**config.mk**
```make
export PLATFORM = sky130hd
export DESIGN_NAME = fsp_port
export DESIGN_NICKNAME = d
export VERILOG_FILES = /design/src/hdl/fsp_pkg.sv /design/src/hdl/fsp_port.sv
export SDC_FILE = /design/constraint.sdc
export NUM_CORES = 1
export LEC_CHECK = 0
export BUFFER_PORTS_ARGS = -buffer_cell sky130_fd_sc_hd__clkbuf_2
export CAP_MARGIN = 20
export CORE_MARGIN = 3
export CORE_UTILIZATION = 40
export CTS_BUF_LIST = sky130_fd_sc_hd__clkbuf_4 sky130_fd_sc_hd__clkbuf_8
export DETAILED_ROUTE_END_ITERATION = 8
export PLACE_DENSITY = 0.67
export SYNTH_ARGS = -nofsm -noshare
export SYNTH_HDL_FRONTEND = slang
export SYNTH_SLANG_ARGS = --single-unit
```
**constraint.sdc**
```tcl
create_clock -name sys_clk -period 3.41 [get_ports sys_clk]
set_clock_uncertainty 0.05 [all_clocks]
set_input_delay 0.8525 -clock sys_clk [delete_from_list [all_inputs] [get_ports sys_clk]]
set_output_delay 0.8525 -clock sys_clk [all_outputs]
set_load 0.05 [all_outputs]
```
**src/hdl/fsp_pkg.sv**
```systemverilog
package fsp_pkg;
    // apb register byte offsets
    localparam logic [7:0] FSP_MC3_OFS = 8'h00;
    localparam logic [7:0] FSP_MC4_OFS = 8'h04;
    localparam logic [7:0] FSP_EIC_OFS = 8'h08;
    localparam logic [7:0] FSP_STAT_OFS = 8'h0C;
    localparam logic [7:0] FSP_ECNT_OFS = 8'h10;
    // master_config_three field positions
    localparam int FSP_MC3_OVD_INV = 0;
    localparam int FSP_MC3_OVE_INV = 1;
    localparam int FSP_MC3_TXCLK_INV = 2;
    // master_config_four field positions
    localparam int FSP_MC4_RX_OUTPUT_CLOCK_INV = 0;
    localparam int FSP_MC4_RX_DATA_OUT_INV = 1;
    localparam int FSP_MC4_RX_DATA_OUT_FORCE = 2;
    localparam int FSP_MC4_FORCE_LVL = 3;
    localparam int FSP_MC4_DIAG_LB = 4;
    // error_insert_control field positions
    localparam int FSP_EIC_MODE_SEL = 0;
    localparam int FSP_EIC_TYPE_LSB = 1;
    localparam int FSP_EIC_TYPE_W = 3;
    // reset values
    localparam logic [3:0] FSP_MC3_RST = 4'h0;
    localparam logic [4:0] FSP_MC4_RST = 5'h00;
    localparam logic [3:0] FSP_EIC_RST = 4'h0;
    localparam logic [15:0] FSP_ECNT_RST = 16'h0000;
    // error types
    localparam logic [2:0] FSP_ERR_FRAMING = 3'h0;
    localparam logic [2:0] FSP_ERR_PARITY = 3'h1;
    localparam logic [2:0] FSP_ERR_CODING = 3'h2;
    // edge detector state
    typedef enum logic [1:0] {
        FSP_LOW = 2'b00,
        FSP_RISE = 2'b01,
        FSP_HIGH = 2'b11,
        FSP_FALL = 2'b10
    } fsp_edge_t;
endpackage

```
**src/hdl/fsp_port.sv**
```systemverilog
`timescale 1ns/1ps
`default_nettype none
// Behaviour
// - overwrite enable selects overwrite data bit
// - any bit position may be overwritten
// - overwrite data invert bit inverts data
// - manual strobe honoured only in manual mode
// - strobe rising edge inserts one typed error
// - one strobe shared, per-framer control used
// - common select picks common or own clock
// - tx clock invert inverts the selected clock, common or own
// - receive output clock follows line clock
// - diagnostic loopback sources clock from tx
// - invert bit picks rising or falling update
// - receive data invert bit inverts data
// - force bit holds receive output constant
// - one received bit out per clock cycle
// - overwrite enable invert makes it active low
module fsp_port
    import fsp_pkg::*;
(
    input wire logic sys_clk,
    input wire logic rstn,
    input wire logic psel,
    input wire logic penable,
    input wire logic pwrite,
    input wire logic [7:0] paddr,
    input wire logic [31:0] pwdata,
    output logic [31:0] prdata,
    output logic pready,
    output logic pslverr,
    input wire logic tx_input_clock,
    input wire logic common_tx_clock,
    input wire logic common_clock_select,
    input wire logic tx_payload_in,
    input wire logic overwrite_data_in,
    input wire logic overwrite_enable_in,
    input wire logic manual_error_strobe,
    input wire logic rx_line_clock,
    input wire logic rx_line_data,
    output logic tx_data_out,
    output logic tx_error_pulse,
    output logic [2:0] tx_error_type,
    output logic rx_output_clock,
    output logic rx_data_out
);
    // two-flop synchronisers for every pin from outside sys_clk
    localparam int NSYNC = 9;
    logic [NSYNC-1:0] sync1_q, sync2_q;
    wire logic [NSYNC-1:0] pins_in = {rx_line_data, rx_line_clock, manual_error_strobe, overwrite_enable_in,
                                      overwrite_data_in, tx_payload_in, common_clock_select,
                                      common_tx_clock, tx_input_clock};
    always_ff @(posedge sys_clk or negedge rstn) begin
        if (!rstn) begin
            sync1_q <= '0;
            sync2_q <= '0;
        end else begin
            sync1_q <= pins_in;
            sync2_q <= sync1_q;
        end
    end
    wire logic s_tx_input_clock = sync2_q[0];
    wire logic s_common_tx_clock = sync2_q[1];
    wire logic s_csel = sync2_q[2];
    wire logic s_payload = sync2_q[3];
    wire logic s_ovd = sync2_q[4];
    wire logic s_ove = sync2_q[5];
    wire logic s_strobe = sync2_q[6];
    wire logic s_rclk = sync2_q[7];
    wire logic s_rx_data_out = sync2_q[8];

    // registers
    logic [3:0] mc3_q;
    logic [4:0] mc4_q;
    logic [3:0] eic_q;
    logic [15:0] ecnt_q, ecnt_d;
    logic [31:0] prdata_q;
    logic pslverr_q, pready_q;

    // apb decode
    wire logic apb_setup = psel && !penable;
    wire logic hit_mc3 = paddr == FSP_MC3_OFS;
    wire logic hit_mc4 = paddr == FSP_MC4_OFS;
    wire logic hit_eic = paddr == FSP_EIC_OFS;
    wire logic hit_stat = paddr == FSP_STAT_OFS;
    wire logic hit_ecnt = paddr == FSP_ECNT_OFS;
    wire logic hit_any = hit_mc3 | hit_mc4 | hit_eic | hit_stat | hit_ecnt;
    // writes land in the access phase edge, answered with zero wait
    wire logic wr_en = psel && penable && pwrite && hit_any;

    // state visible to software
    logic tx_data_q, rx_data_q, rx_clk_q;
    wire logic [31:0] stat_word = {27'h0000000, s_csel, sync2_q[6], rx_clk_q, rx_data_q, tx_data_q};
    wire logic [31:0] rd_mux = hit_mc3 ? {28'h0000000, mc3_q} :
                               hit_mc4 ? {27'h0000000, mc4_q} :
                               hit_eic ? {28'h0000000, eic_q} :
                               hit_stat ? stat_word :
                               hit_ecnt ? {16'h0000, ecnt_q} : 32'h00000000;

    // apb answer: ready one cycle after setup so every access takes exactly two cycles
    always_ff @(posedge sys_clk or negedge rstn) begin
        if (!rstn) begin
            pready_q <= 1'b0;
            pslverr_q <= 1'b0;
            prdata_q <= 32'h00000000;
        end else begin
            pready_q <= apb_setup;
            pslverr_q <= apb_setup && !hit_any;
            prdata_q <= (apb_setup && !pwrite) ? rd_mux : 32'h00000000;
        end
    end
    assign pready = pready_q;
    assign pslverr = pslverr_q;
    assign prdata = prdata_q;

    // config register writes; status and counter are read only
    always_ff @(posedge sys_clk or negedge rstn) begin
        if (!rstn) begin
            mc3_q <= FSP_MC3_RST;
            mc4_q <= FSP_MC4_RST;
            eic_q <= FSP_EIC_RST;
        end else if (wr_en) begin
            if (hit_mc3) mc3_q <= pwdata[3:0];
            if (hit_mc4) mc4_q <= pwdata[4:0];
            if (hit_eic) eic_q <= pwdata[3:0];
        end
    end

    // edge detector, reused for every sampled clock and strobe
    function automatic fsp_edge_t edge_of(input logic prev, input logic cur);
        edge_of = fsp_edge_t'({prev, cur} == 2'b01 ? FSP_RISE :
                              {prev, cur} == 2'b10 ? FSP_FALL :
                              cur ? FSP_HIGH : FSP_LOW);
    endfunction

    // transmit clock: common clock when selected, optionally inverted per framer
    wire logic tx_clk_inv = mc3_q[FSP_MC3_TXCLK_INV];
    wire logic tx_clk_lvl = s_csel ? (s_common_tx_clock ^ tx_clk_inv) : (s_tx_input_clock ^ tx_clk_inv);
    logic tx_clk_prev_q;
    wire fsp_edge_t tx_edge = edge_of(tx_clk_prev_q, tx_clk_lvl);
    wire logic tx_tick = tx_edge == FSP_RISE;

    // overwrite port: polarity per config, any position may be replaced
    wire logic ov_active = s_ove ^ mc3_q[FSP_MC3_OVE_INV];
    wire logic ov_bit = s_ovd ^ mc3_q[FSP_MC3_OVD_INV];
    // no internal overhead generator here, so payload stands for the non-overwritten bit
    wire logic tx_next = ov_active ? ov_bit : s_payload;

    always_ff @(posedge sys_clk or negedge rstn) begin
        if (!rstn) begin
            tx_clk_prev_q <= 1'b0;
            tx_data_q <= 1'b0;
        end else begin
            tx_clk_prev_q <= tx_clk_lvl;
            if (tx_tick) tx_data_q <= tx_next;
        end
    end
    assign tx_data_out = tx_data_q;

    // manual error strobe: shared pin, this framer's own mode bit gates it
    logic strobe_prev_q, err_pulse_q;
    logic [2:0] err_type_q;
    wire fsp_edge_t strobe_edge = edge_of(strobe_prev_q, s_strobe);
    wire logic manual_mode = eic_q[FSP_EIC_MODE_SEL];
    wire logic err_fire = manual_mode && strobe_edge == FSP_RISE;
    assign ecnt_d = (ecnt_q == 16'hFFFF) ? ecnt_q : ecnt_q + 16'h0001;
    always_ff @(posedge sys_clk or negedge rstn) begin
        if (!rstn) begin
            strobe_prev_q <= 1'b0;
            err_pulse_q <= 1'b0;
            err_type_q <= FSP_ERR_FRAMING;
            ecnt_q <= FSP_ECNT_RST;
        end else begin
            strobe_prev_q <= s_strobe;
            err_pulse_q <= err_fire;
            if (err_fire) begin
                err_type_q <= eic_q[FSP_EIC_TYPE_LSB +: FSP_EIC_TYPE_W];
                ecnt_q <= ecnt_d;
            end
        end
    end
    assign tx_error_pulse = err_pulse_q;
    assign tx_error_type = err_type_q;

    // receive clock source: line clock normally, tx clock in diagnostic loopback
    wire logic rx_src = mc4_q[FSP_MC4_DIAG_LB] ? s_tx_input_clock : s_rclk;
    wire logic rclk_inv = mc4_q[FSP_MC4_RX_OUTPUT_CLOCK_INV];
    wire logic rx_clk_lvl = rx_src ^ rclk_inv;
    logic rx_src_prev_q;
    wire fsp_edge_t rx_edge = edge_of(rx_src_prev_q, rx_src);
    // update on the source rising edge, which is a falling output edge when inverted
    wire logic rx_tick = rx_edge == FSP_RISE;
    wire logic rx_inv = s_rx_data_out ^ mc4_q[FSP_MC4_RX_DATA_OUT_INV];
    // forcing level chosen by a separate bit since one bit cannot name both levels
    wire logic rx_next = mc4_q[FSP_MC4_RX_DATA_OUT_FORCE] ? mc4_q[FSP_MC4_FORCE_LVL] : rx_inv;

    always_ff @(posedge sys_clk or negedge rstn) begin
        if (!rstn) begin
            rx_src_prev_q <= 1'b0;
            rx_clk_q <= 1'b0;
            rx_data_q <= 1'b0;
        end else begin
            rx_src_prev_q <= rx_src;
            rx_clk_q <= rx_clk_lvl;
            if (rx_tick) rx_data_q <= rx_next;
        end
    end
    assign rx_output_clock = rx_clk_q;
    assign rx_data_out = rx_data_q;
endmodule
`default_nettype wire

```
==> results of run 1 <==
==> worst max-delay path, stage by stage <==
cell and delay [ns]:
clkbuf_2 0.08, or4_4 0.57, or4b_2 0.68, o21ai_0 0.22, a21oi_1 0.07
==> layout by cell type, fill, tap and decap left out, drive strengths merged, types with 2 or more instances in the layout <==
master     n
nand3b     2
and3      14
inv        7
conb      16
nor3       7
nand2b     5
mux2i      7
mux2      17
o21ai      8
and4       2
a21oi      6
nand2     22
nand3      8
o211ai     5
nor2       9
nand4      6
clkbuf    59
xnor2     17
dfrtp     75
clkinvlp   3
==> per-layer routing <==
| metal | routed length [µm] | part of all wire (%) | vias up |
|---|---|---|---|
| li1 | - | - | 950 |
| met1 | 2570 | 48 | 935 |
| met2 | 2440 | 45 | 58 |
| met3 | 294 | 5.4 | 10 |
| met4 | 109 | 2.0 | 0 |
| met5 | 0 | 0 | - |
==> logic make-up after synthesis <==
kind of cell	share of synthesized area [%]
multiplexers	8.53
XOR/XNOR	4.86
AND/OR/NAND/NOR	15.2
other	0.122
buffers and inverters	5.10
AO/OA/AOI/OAI	4.57
adder cells (fa/ha/maj)	0.408
flip-flops	61.2
==> how the worst max path moves through the flow <==
stage / end / start / slack [ns] / cells after the start
3_5_place_dp: prdata[2] / paddr[1] / 0.75 / 5
2_1_floorplan: prdata[3] / paddr[1] / 0.97 / 4
3_3_place_gp: prdata[2] / paddr[1] / 0.77 / 5
6_report: prdata[2] / paddr[1] / 1.12 / 5
4_1_cts: prdata[2] / paddr[1] / 1.12 / 5
5_1_grt: prdata[2] / paddr[1] / 1.10 / 5
==> state kept, by name, indices dropped and copies added (netlist names), 3 cells and up <==
register       cells
ecnt_q            16
prdata            16
sync1_q            9
sync2_q            9
mc4_q              5
eic_q              4
mc3_q              4
tx_error_type      3
==> cell type report <==
class	instances	area, µm²	share of cell area, %
sequential	75	1880	52.9
multi-input combinational	164	1090	30.7
timing repair buffer	51	258	7.27
clock buffer	9	124	3.49
tap	99	124	3.49
clock inverter	7	60.1	1.69
inverter	4	15.0	0.423
==> cell usage after synthesis (all sizes together) (7+ instances only) <==
cell / count
and3: 14
mux2i: 7
mux2: 17
xnor2: 17
buf: 18
nor3: 7
nand2: 22
nor2: 9
o21ai: 8
nand3: 8
dfrtp: 75
==> power breakdown <==
part	switching [mW]	total [mW]	internal [mW]
combinational	0.106	0.139	0.0333
sequential	0.0133	0.924	0.911
clock	0.345	0.619	0.275
==> per-stage QoR <==
stage	worst slack [ns]	cell area, µm²	power, mW
3_3_place_gp	0.766	3360	1.08
5_1_grt	1.10	3550	1.76
4_1_cts	1.12	3550	1.71
3_5_place_dp	0.747	3360	1.08
6_report	1.12	3550	1.68
2_1_floorplan	0.972	3120	1.04
==> flow_summary_export.csv, run 1 <==
group,metric,value,unit
status,status,"finished clean",
final_layout,antenna_cells,0,
detailed_routing,vias,1953,
logic_synthesis,syn-cell-area,3070,µm²
logic_synthesis,yosysWarnings,0,
setup_path,crit_type,"in -> reg",
clocking,cts_setup_buffers,0,
logic_synthesis,synth_top_area_share,61.2,%
setup_path,rrSetupSlack,1.34,ns
grt,grt_first_pass_wirelength,8690,µm
sta,timing.hold.ws,0.302,ns
logic_synthesis,ys_ff_latch,75,
setup_path,startpoint_type,"input port",
grt,first_global_vias,1835,
floorplanning,die_x,93.6,µm
grt,grtUsageMet2,19.7,%
logic_synthesis,synthTopCellsByArea,"dfrtp_1 61%, mux2_2 6.2%, xnor2_1 4.9%",
placement,place.gp.congestion,0.758,
floorplanning,boundaryPins,95,
logic_synthesis,synthFlopType,"dfrtp_1",
placement,io_buffers,51,
floorplanning,initial_core_util,41.8,%
detailed_routing,drt_wl_total,5410,µm
sta,finalCritPeriodShare,67.3,%
min_path,worstHoldEndpoint,"sync2_q[3]",
logic_synthesis,synthCells,249,
sta,fin_crit,2.29,ns
power_and_ir_drop,ir_drop,0.228,mV
logic_synthesis,yosysSeqAreaShare,61.2,%
grt,grtUsageMet3,3.78,%
grt,grt.overflow.total,0,
logic_synthesis,synth_edf_count,0,
sta,rsz0062_at_grt,"no",
clocking,clock_path_buffers,2,
detailed_routing,routedWlPerCell,13.2,µm
logic_synthesis,syn_area_per_cell,12.3,µm²
sta,slew_violations,0,
min_path,hold_depth,0,
setup_path,critPathRequiredTime,3.59,ns
sta,timing.fmax,436,MHz
sta,worst_pin_slew,0.883,ns
sta,hold_viol_final,0,
grt,met1_usage,17.2,%
floorplanning,num_rows,31,
grt,antenna_found_initial,0,
setup_path,reg2reg_depth,5,
clocking,ctsHoldBuffers,0,
clocking,clock-sinks,75,
logic_synthesis,ys_async_sr_fraction,100,%
sta,max_slew_margin,41.1,%
final_layout,synthToLayoutAreaGrowth,15.7,%
sta,setup_viol,0,
placement,place_inst,393,
clocking,cts_inserted_buffers,9,
final_layout,finalNonFillerCells,409,
detailed_routing,initialDrtViolationCount,76,
power_and_ir_drop,power_leakage,1.76,nW
clocking,post_cts_resized,0,
setup_path,timing.rr.end,"ecnt_q[1]",
logic_synthesis,synth_cell_types,34,
final_layout,fillers,683,
clocking,clock_tree.htree_level_count,3,
logic_synthesis,yosys.area.top_type,"dfrtp_1",
final_layout,fin_util,48.4,%
final_layout,layout-drive-gt1-share,28.7,%
placement,dpl.hpwl,3940,µm
detailed_routing,ant_nets,0,
power_and_ir_drop,p_per_area,474,nW/µm²
detailed_routing,avgViaCountPerCell,4.78,
setup_path,path_max_fanout,5,
clocking,cts-root-buf,"clkbuf_8",
detailed_routing,drc,0,
grt,grtUsageTotal,13.0,%
flow_run,maxCapViolations,0,
min_path,hold_class,"reg -> reg",
detailed_routing,dr.pass1.iters,4,
floorplanning,die_h,93.6,µm
clocking,insertion_delay,0.35,ns
setup_path,reg2reg_from,"ecnt_q[0]",
grt,grt_max_degree,76,
floorplanning,dieArea,8750,µm²
floorplanning,core-area,7330,µm²
clocking,cts_tree,"yes",
setup_path,arrival,2.47,ns
grt,grt_busiest_layer,"met2",
setup_path,critPathCaptureType,"flip-flop",
final_layout,nNetsFinal,360,
sta,tns,0,ns
clocking,clk_pin_slew,0.08,ns
min_path,min_from,"sync1_q[3]",
Power figures use the tool's default switching activity.
==> run 2, diff against run 1 <==
==> constraint.sdc (replaced) <==
create_clock -name sys_clk -period 2.3 [get_ports sys_clk]
set_clock_uncertainty 0.05 [all_clocks]
set_input_delay 0.575 -clock sys_clk [delete_from_list [all_inputs] [get_ports sys_clk]]
set_output_delay 0.575 -clock sys_clk [all_outputs]
set_load 0.05 [all_outputs]
==> run 2 against run 1 <==
  * Final area is 4.8% higher
  * Global-route usage is 0.75 points higher
  * Non-clock buffer count is 8 higher
  * Total power is 74% higher
  * Critical path depth stayed put
  * Via count is 1.5% higher
  * Die area stayed put
  * Combinational power is 55% higher
  * First-iteration DRC count is 37% lower
  * Core utilization is 2.3 points higher
  * Worst hold slack worse by 0.088 ns
  * Cell count is 2.0% higher
  * Critical path type unchanged
  * Critical endpoint unchanged
==> flow_summary_export.csv, run 2 (synthesis gave the netlist of run 1 again) <==
group,metric,value,unit
placement,dpl.hpwl,4030,µm
grt,grt_first_pass_wirelength,9160,µm
sta,timing.hold.ws,0.214,ns
detailed_routing,drt_wl_total,5680,µm
setup_path,cpMaxStageDelayCell,"or4b_2",
status,status,"finished clean",
floorplanning,num_rows,31,
clocking,clk_pin_slew,0.08,ns
setup_path,reg2reg_from,"ecnt_q[0]",
placement,placedInstanceArea,3450,µm²
grt,first_global_vias,1919,
floorplanning,initial_core_util,41.8,%
power_and_ir_drop,power_leakage,1.86,nW
sta,slew_violations,0,
sta,rsz0062_at_grt,"no",
final_layout,final_common_cell,"dfrtp_1",
sta,timing.fmax,490,MHz
floorplanning,die_x,93.6,µm
setup_path,slowest_delay,0.68,ns
sta,hold_viol_final,0,
power_and_ir_drop,p_per_area,786,nW/µm²
floorplanning,dieArea,8750,µm²
grt,antenna_found_initial,0,
final_layout,fin_area,3720,µm²
setup_path,path_buf_inv,1,
detailed_routing,dr.pass1.iters,4,
clocking,post_cts_resized,0,
sta,max_slew_margin,54.5,%
setup_path,timing.rr.end,"ecnt_q[1]",
sta,worst_pin_slew,0.683,ns
placement,place.gp.congestion,0.761,
flow_run,maxCapViolations,0,
detailed_routing,drc,0,
clocking,cts_tree,"yes",
sta,fin_crit,2.04,ns
final_layout,antenna_cells,0,
clocking,cts_setup_buffers,0,
detailed_routing,avgViaCountPerCell,4.75,
clocking,clock-sinks,75,
final_layout,layout-drive-gt1-share,30.5,%
grt,grt_max_degree,54,
setup_path,critPathTopFamily,"simple AND/OR/NAND/NOR gates",
clocking,clock_tree.htree_level_count,3,
clocking,insertion_delay,0.34,ns
clocking,clock_path_buffers,2,
grt,grt.overflow.total,0,
floorplanning,boundaryPins,95,
sta,finalCritPeriodShare,88.6,%
setup_path,rrSetupSlack,0.36,ns
setup_path,startpoint_type,"input port",
final_layout,layout_common_cells,"75 x dfrtp_1, 50 x clkbuf_2, 22 x nand2_1",
final_layout,synthToLayoutAreaGrowth,21.3,%
detailed_routing,routedWlPerCell,13.6,µm
setup_path,arrival,2.20,ns
grt,grtUsageTotal,13.7,%
clocking,cts-root-buf,"clkbuf_8",
setup_path,path_max_fanout,4,
setup_path,critPathCaptureType,"flip-flop",
placement,io_buffers,51,
setup_path,critPathRequiredTime,2.47,ns
floorplanning,die_h,93.6,µm
clocking,cts_inserted_buffers,9,
setup_path,crit_type,"in -> reg",
setup_path,reg2reg_depth,5,
final_layout,nNetsFinal,368,
setup_path,path_cells,"clkbuf_2 > or4_4 > or4b_2 > o21ai_0 > a21oi_1",
detailed_routing,initialDrtViolationCount,48,
clocking,ctsHoldBuffers,0,
power_and_ir_drop,ir_drop,0.282,mV
sta,setup_viol,0,
min_path,hold_class,"in -> async",
detailed_routing,vias,1982,
floorplanning,core-area,7330,µm²
detailed_routing,ant_nets,0,
run 2: cell count changes in the layout (fill, tap and decap cells not counted), sizes merged:
| cell | delta |
|---|---|
| buf | +8 |
| bufinv | +4 |
| clkinvlp | -3 |
| clkinv | -1 |
run 2: layout make-up:
class | count | area [µm²]
tap | 99 | 124
multi-input combinational | 164 | 1090
clock buffer | 9 | 124
inverter | 4 | 15.0
clock inverter | 7 | 146
sequential | 75 | 1880
fill | 658 | 3610
timing repair buffer | 59 | 343
run 2: worst reg2reg max path, stage by stage (launching register included):
cell and delay [ns]:
dfrtp_1 0.43, ha_1 0.24, and3_1 0.22, nand4_1 0.21, o21ai_0 0.31, mux2_2 0.37
run 2: worst max-delay path by stage:
stage | cells past startpoint | slack (ns) | from | endpoint
after floorplan | 4 | 0.14 | paddr[1] | prdata[3]
after global placement | 5 | -0.04 | paddr[1] | prdata[2]
after detailed placement | 5 | -0.06 | paddr[1] | prdata[2]
after CTS | 5 | 0.30 | paddr[1] | prdata[2]
after global routing | 4 | 0.14 | eic_q[0] | ecnt_q[14]
final | 5 | 0.26 | paddr[1] | prdata[2]
run 2: per-stage QoR:
stage | power [mW] | setup TNS (ns) | util [%] | setup slack, ns | cells
3_3_place_gp | 1.61 | -0.0833 | 47.0 | -0.0405 | 401
2_1_floorplan | 1.55 | 0 | - | 0.140 | 264
6_report | 2.92 | 0 | 50.7 | 0.261 | 417
5_1_grt | 3.05 | 0 | 50.7 | 0.143 | 417
3_5_place_dp | 1.62 | -0.118 | 47.0 | -0.0599 | 401
4_1_cts | 2.96 | 0 | 50.7 | 0.305 | 417
run 2: where the power goes:
group / internal [mW] / total [mW] / switching (mW) / leakage [nW]
Combinational: 0.0569 / 0.216 / 0.159 / 0.732
Clock: 0.842 / 1.34 / 0.495 / 0.135
Sequential: 1.35 / 1.37 / 0.0203 / 0.991
Total: 2.25 / 2.92 / 0.674 / 1.86
run 2: routing by layer:
| layer | vias up | track usage [%] | part of all wire [%] |
|---|---|---|---|
| li1 | 965 | - | - |
| met1 | 953 | 18.2 | 47 |
| met2 | 56 | 20.2 | 45 |
| met3 | 8 | 4.67 | 5.9 |
| met4 | 0 | 6.50 | 1.4 |
| met5 | - | 0 | 0 |
==> run 3, diff against run 2 <==
--- a/config.mk
+++ b/config.mk
@@ -7,11 +7,13 @@
 export LEC_CHECK = 0
 export BUFFER_PORTS_ARGS = -buffer_cell sky130_fd_sc_hd__clkbuf_2
 export CAP_MARGIN = 20
+export CORE_ASPECT_RATIO = 0.9
 export CORE_MARGIN = 3
 export CORE_UTILIZATION = 40
 export CTS_BUF_LIST = sky130_fd_sc_hd__clkbuf_4 sky130_fd_sc_hd__clkbuf_8
 export DETAILED_ROUTE_END_ITERATION = 8
 export PLACE_DENSITY = 0.67
+export SKIP_LAST_GASP = 1
 export SYNTH_ARGS = -nofsm -noshare
 export SYNTH_HDL_FRONTEND = slang
 export SYNTH_SLANG_ARGS = --single-unit
==> constraint.sdc (replaced) <==
create_clock -name sys_clk -period 2.15 [get_ports sys_clk]
set_clock_uncertainty 0.05 [all_clocks]
set_input_delay 0.5375 -clock sys_clk [delete_from_list [all_inputs] [get_ports sys_clk]]
set_output_delay 0.5375 -clock sys_clk [all_outputs]
set_load 0.05 [all_outputs]
==> run 3 against run 2 <==
  * Register-to-register slack got worse by 0.05 ns
  * Clock-buffer cell count unchanged
  * Global-route usage increased by 0.35 points
  * Non-clock buffer count increased by 4
  * Core utilization increased by 0.14 points
  * Largest power group unchanged
  * Highest routed layer unchanged
==> flow_summary_export.csv, run 3 (synthesis gave the netlist of run 1 again) <==
group,metric,value,unit
power_and_ir_drop,intPower,2.17,mW
setup_path,critPathTopFamily,"simple AND/OR/NAND/NOR gates",
clocking,ctsHoldBuffers,0,
sta,max_slew_margin,62.3,%
power_and_ir_drop,power,2.90,mW
setup_path,critPathRequiredTime,2.32,ns
placement,placedInstanceArea,3470,µm²
setup_path,reg2reg_depth,4,
detailed_routing,drc,0,
setup_path,crit_type,"in -> reg",
final_layout,layout_common_cells,"75 x dfrtp_1, 50 x clkbuf_2, 22 x nand2_1",
min_path,hold_class,"in -> async",
setup_path,path_max_fanout,4,
detailed_routing,vias,2023,
final_layout,layout-drive-gt1-share,31.4,%
status,status,"finished clean",
setup_path,critPathCaptureType,"flip-flop",
power_and_ir_drop,p_sw,730,µW
power_and_ir_drop,power_leakage,1.85,nW
floorplanning,initial_core_util,42.3,%
power_and_ir_drop,ir_drop,0.331,mV
setup_path,path_depth,5,
floorplanning,die_x,98.3,µm
setup_path,rrSetupSlack,0.31,ns
setup_path,timing.rr.end,"ecnt_q[13]",
floorplanning,dieArea,8750,µm²
clocking,clock_path_buffers,2,
detailed_routing,avgViaCountPerCell,4.87,
detailed_routing,initialDrtViolationCount,98,
grt,first_global_vias,1985,
final_layout,synthToLayoutAreaGrowth,20.4,%
placement,place.gp.congestion,0.819,
clocking,post_cts_resized,0,
clocking,cts-root-buf,"clkbuf_8",
sta,setup_viol,0,
grt,grt.overflow.total,0,
clocking,clock_tree.htree_level_count,3,
final_layout,antenna_cells,0,
setup_path,reg2reg_from,"strobe_prev_q",
clocking,clock-sinks,75,
power_and_ir_drop,swShare,25.2,%
grt,antenna_found_initial,0,
floorplanning,core-area,7260,µm²
power_and_ir_drop,p_per_area,785,nW/µm²
final_layout,nNetsFinal,372,
clocking,cts_inserted_buffers,9,
sta,rsz0062_at_grt,"no",
grt,grt_first_pass_wirelength,9650,µm
floorplanning,die_h,89.1,µm
flow_run,maxCapViolations,0,
grt,grtUsageTotal,14.1,%
power_and_ir_drop,power_frac_comb,8.0,%
clocking,cts_tree,"yes",
clocking,insertion_delay,0.34,ns
detailed_routing,dr.pass1.iters,4,
clocking,cts_setup_buffers,0,
clocking,clk_pin_slew,0.08,ns
final_layout,final_common_cell,"dfrtp_1",
placement,io_buffers,51,
power_and_ir_drop,p_clk_share,41.4,%
grt,grt_max_degree,76,
setup_path,startpoint_type,"input port",
sta,slew_violations,0,
floorplanning,num_rows,29,
final_layout,fin_util,50.9,%
placement,dpl.hpwl,4170,µm
detailed_routing,drt_wl_total,5860,µm
sta,hold_viol_final,0,
setup_path,cpMaxStageDelayCell,"or4b_2",
sta,worst_pin_slew,0.562,ns
sta,fin_crit,1.96,ns
floorplanning,boundaryPins,95,
final_layout,fin_area,3690,µm²
sta,timing.fmax,510,MHz
power_and_ir_drop,seq_power_share,50.6,%
setup_path,slowest_delay,0.69,ns
sta,finalCritPeriodShare,91.1,%
detailed_routing,ant_nets,0,
detailed_routing,routedWlPerCell,14.1,µm
setup_path,path_cells,"clkbuf_2 > or4_4 > or4b_2 > o21ai_0 > a21oi_1",
setup_path,path_buf_inv,1,
setup_path,arrival,2.13,ns
## run 3: changes by cell type in the layout (fill, tap and decap cells not counted), sizes merged
cell,delta
clkinv,+2
clkinvlp,+1
buf,+4
bufinv,-2
inv,-1
## run 3: power by group through the flow
stage	logic [mW]	registers [mW]	clock network, mW
floorplan	0.134	1.52	0
global placement	0.230	1.49	0
detailed placement	0.233	1.49	0
CTS	0.236	1.47	1.23
global route	0.252	1.47	1.30
finish	0.233	1.47	1.20
## run 3: layout make-up
type,count,area (µm²)
timing repair buffer,63,370
fill,647,3570
multi-input combinational,164,1090
tap,93,116
sequential,75,1880
inverter,4,15.0
clock inverter,7,98.8
clock buffer,9,124
## run 3: worst max-delay path by stage
stage	from	end	slack, ns
3_5_place_dp	paddr[1]	prdata[3]	-0.16
5_1_grt	strobe_prev_q	ecnt_q[13]	0.09
6_report	paddr[1]	prdata[3]	0.19
3_3_place_gp	paddr[1]	prdata[3]	-0.16
2_1_floorplan	paddr[1]	prdata[3]	0.03
4_1_cts	paddr[1]	prdata[3]	0.22
## run 3: worst reg2reg max path: cells and delay by family, from the launching register on
| family | cells | cell delay [ns] |
|---|---|---|
| and+or+nand+nor | 3 | 1.13 |
| DFF | 1 | 0.37 |
| xor gates and xnor gates | 1 | 0.17 |
## run 3: through the flow
step	setup slack, ns	instances	hold WS (ns)	TNS (ns)
2_1_floorplan	0.0273	264	0.192	0
3_3_place_gp	-0.156	399	0.282	-1.01
3_5_place_dp	-0.163	399	0.285	-1.18
4_1_cts	0.216	415	0.171	0
5_1_grt	0.0929	415	0.193	0
6_report	0.191	415	0.166	0
## run 3: routing by layer
metal  global-route usage [%]  vias up  share of wire [%]
met1                     19.8      982                 48
li1                         -      976                  -
met3                     4.21        5                6.1
met5                        0        -                  0
met2                     20.7       60                 45
met4                     5.21        0                1.1
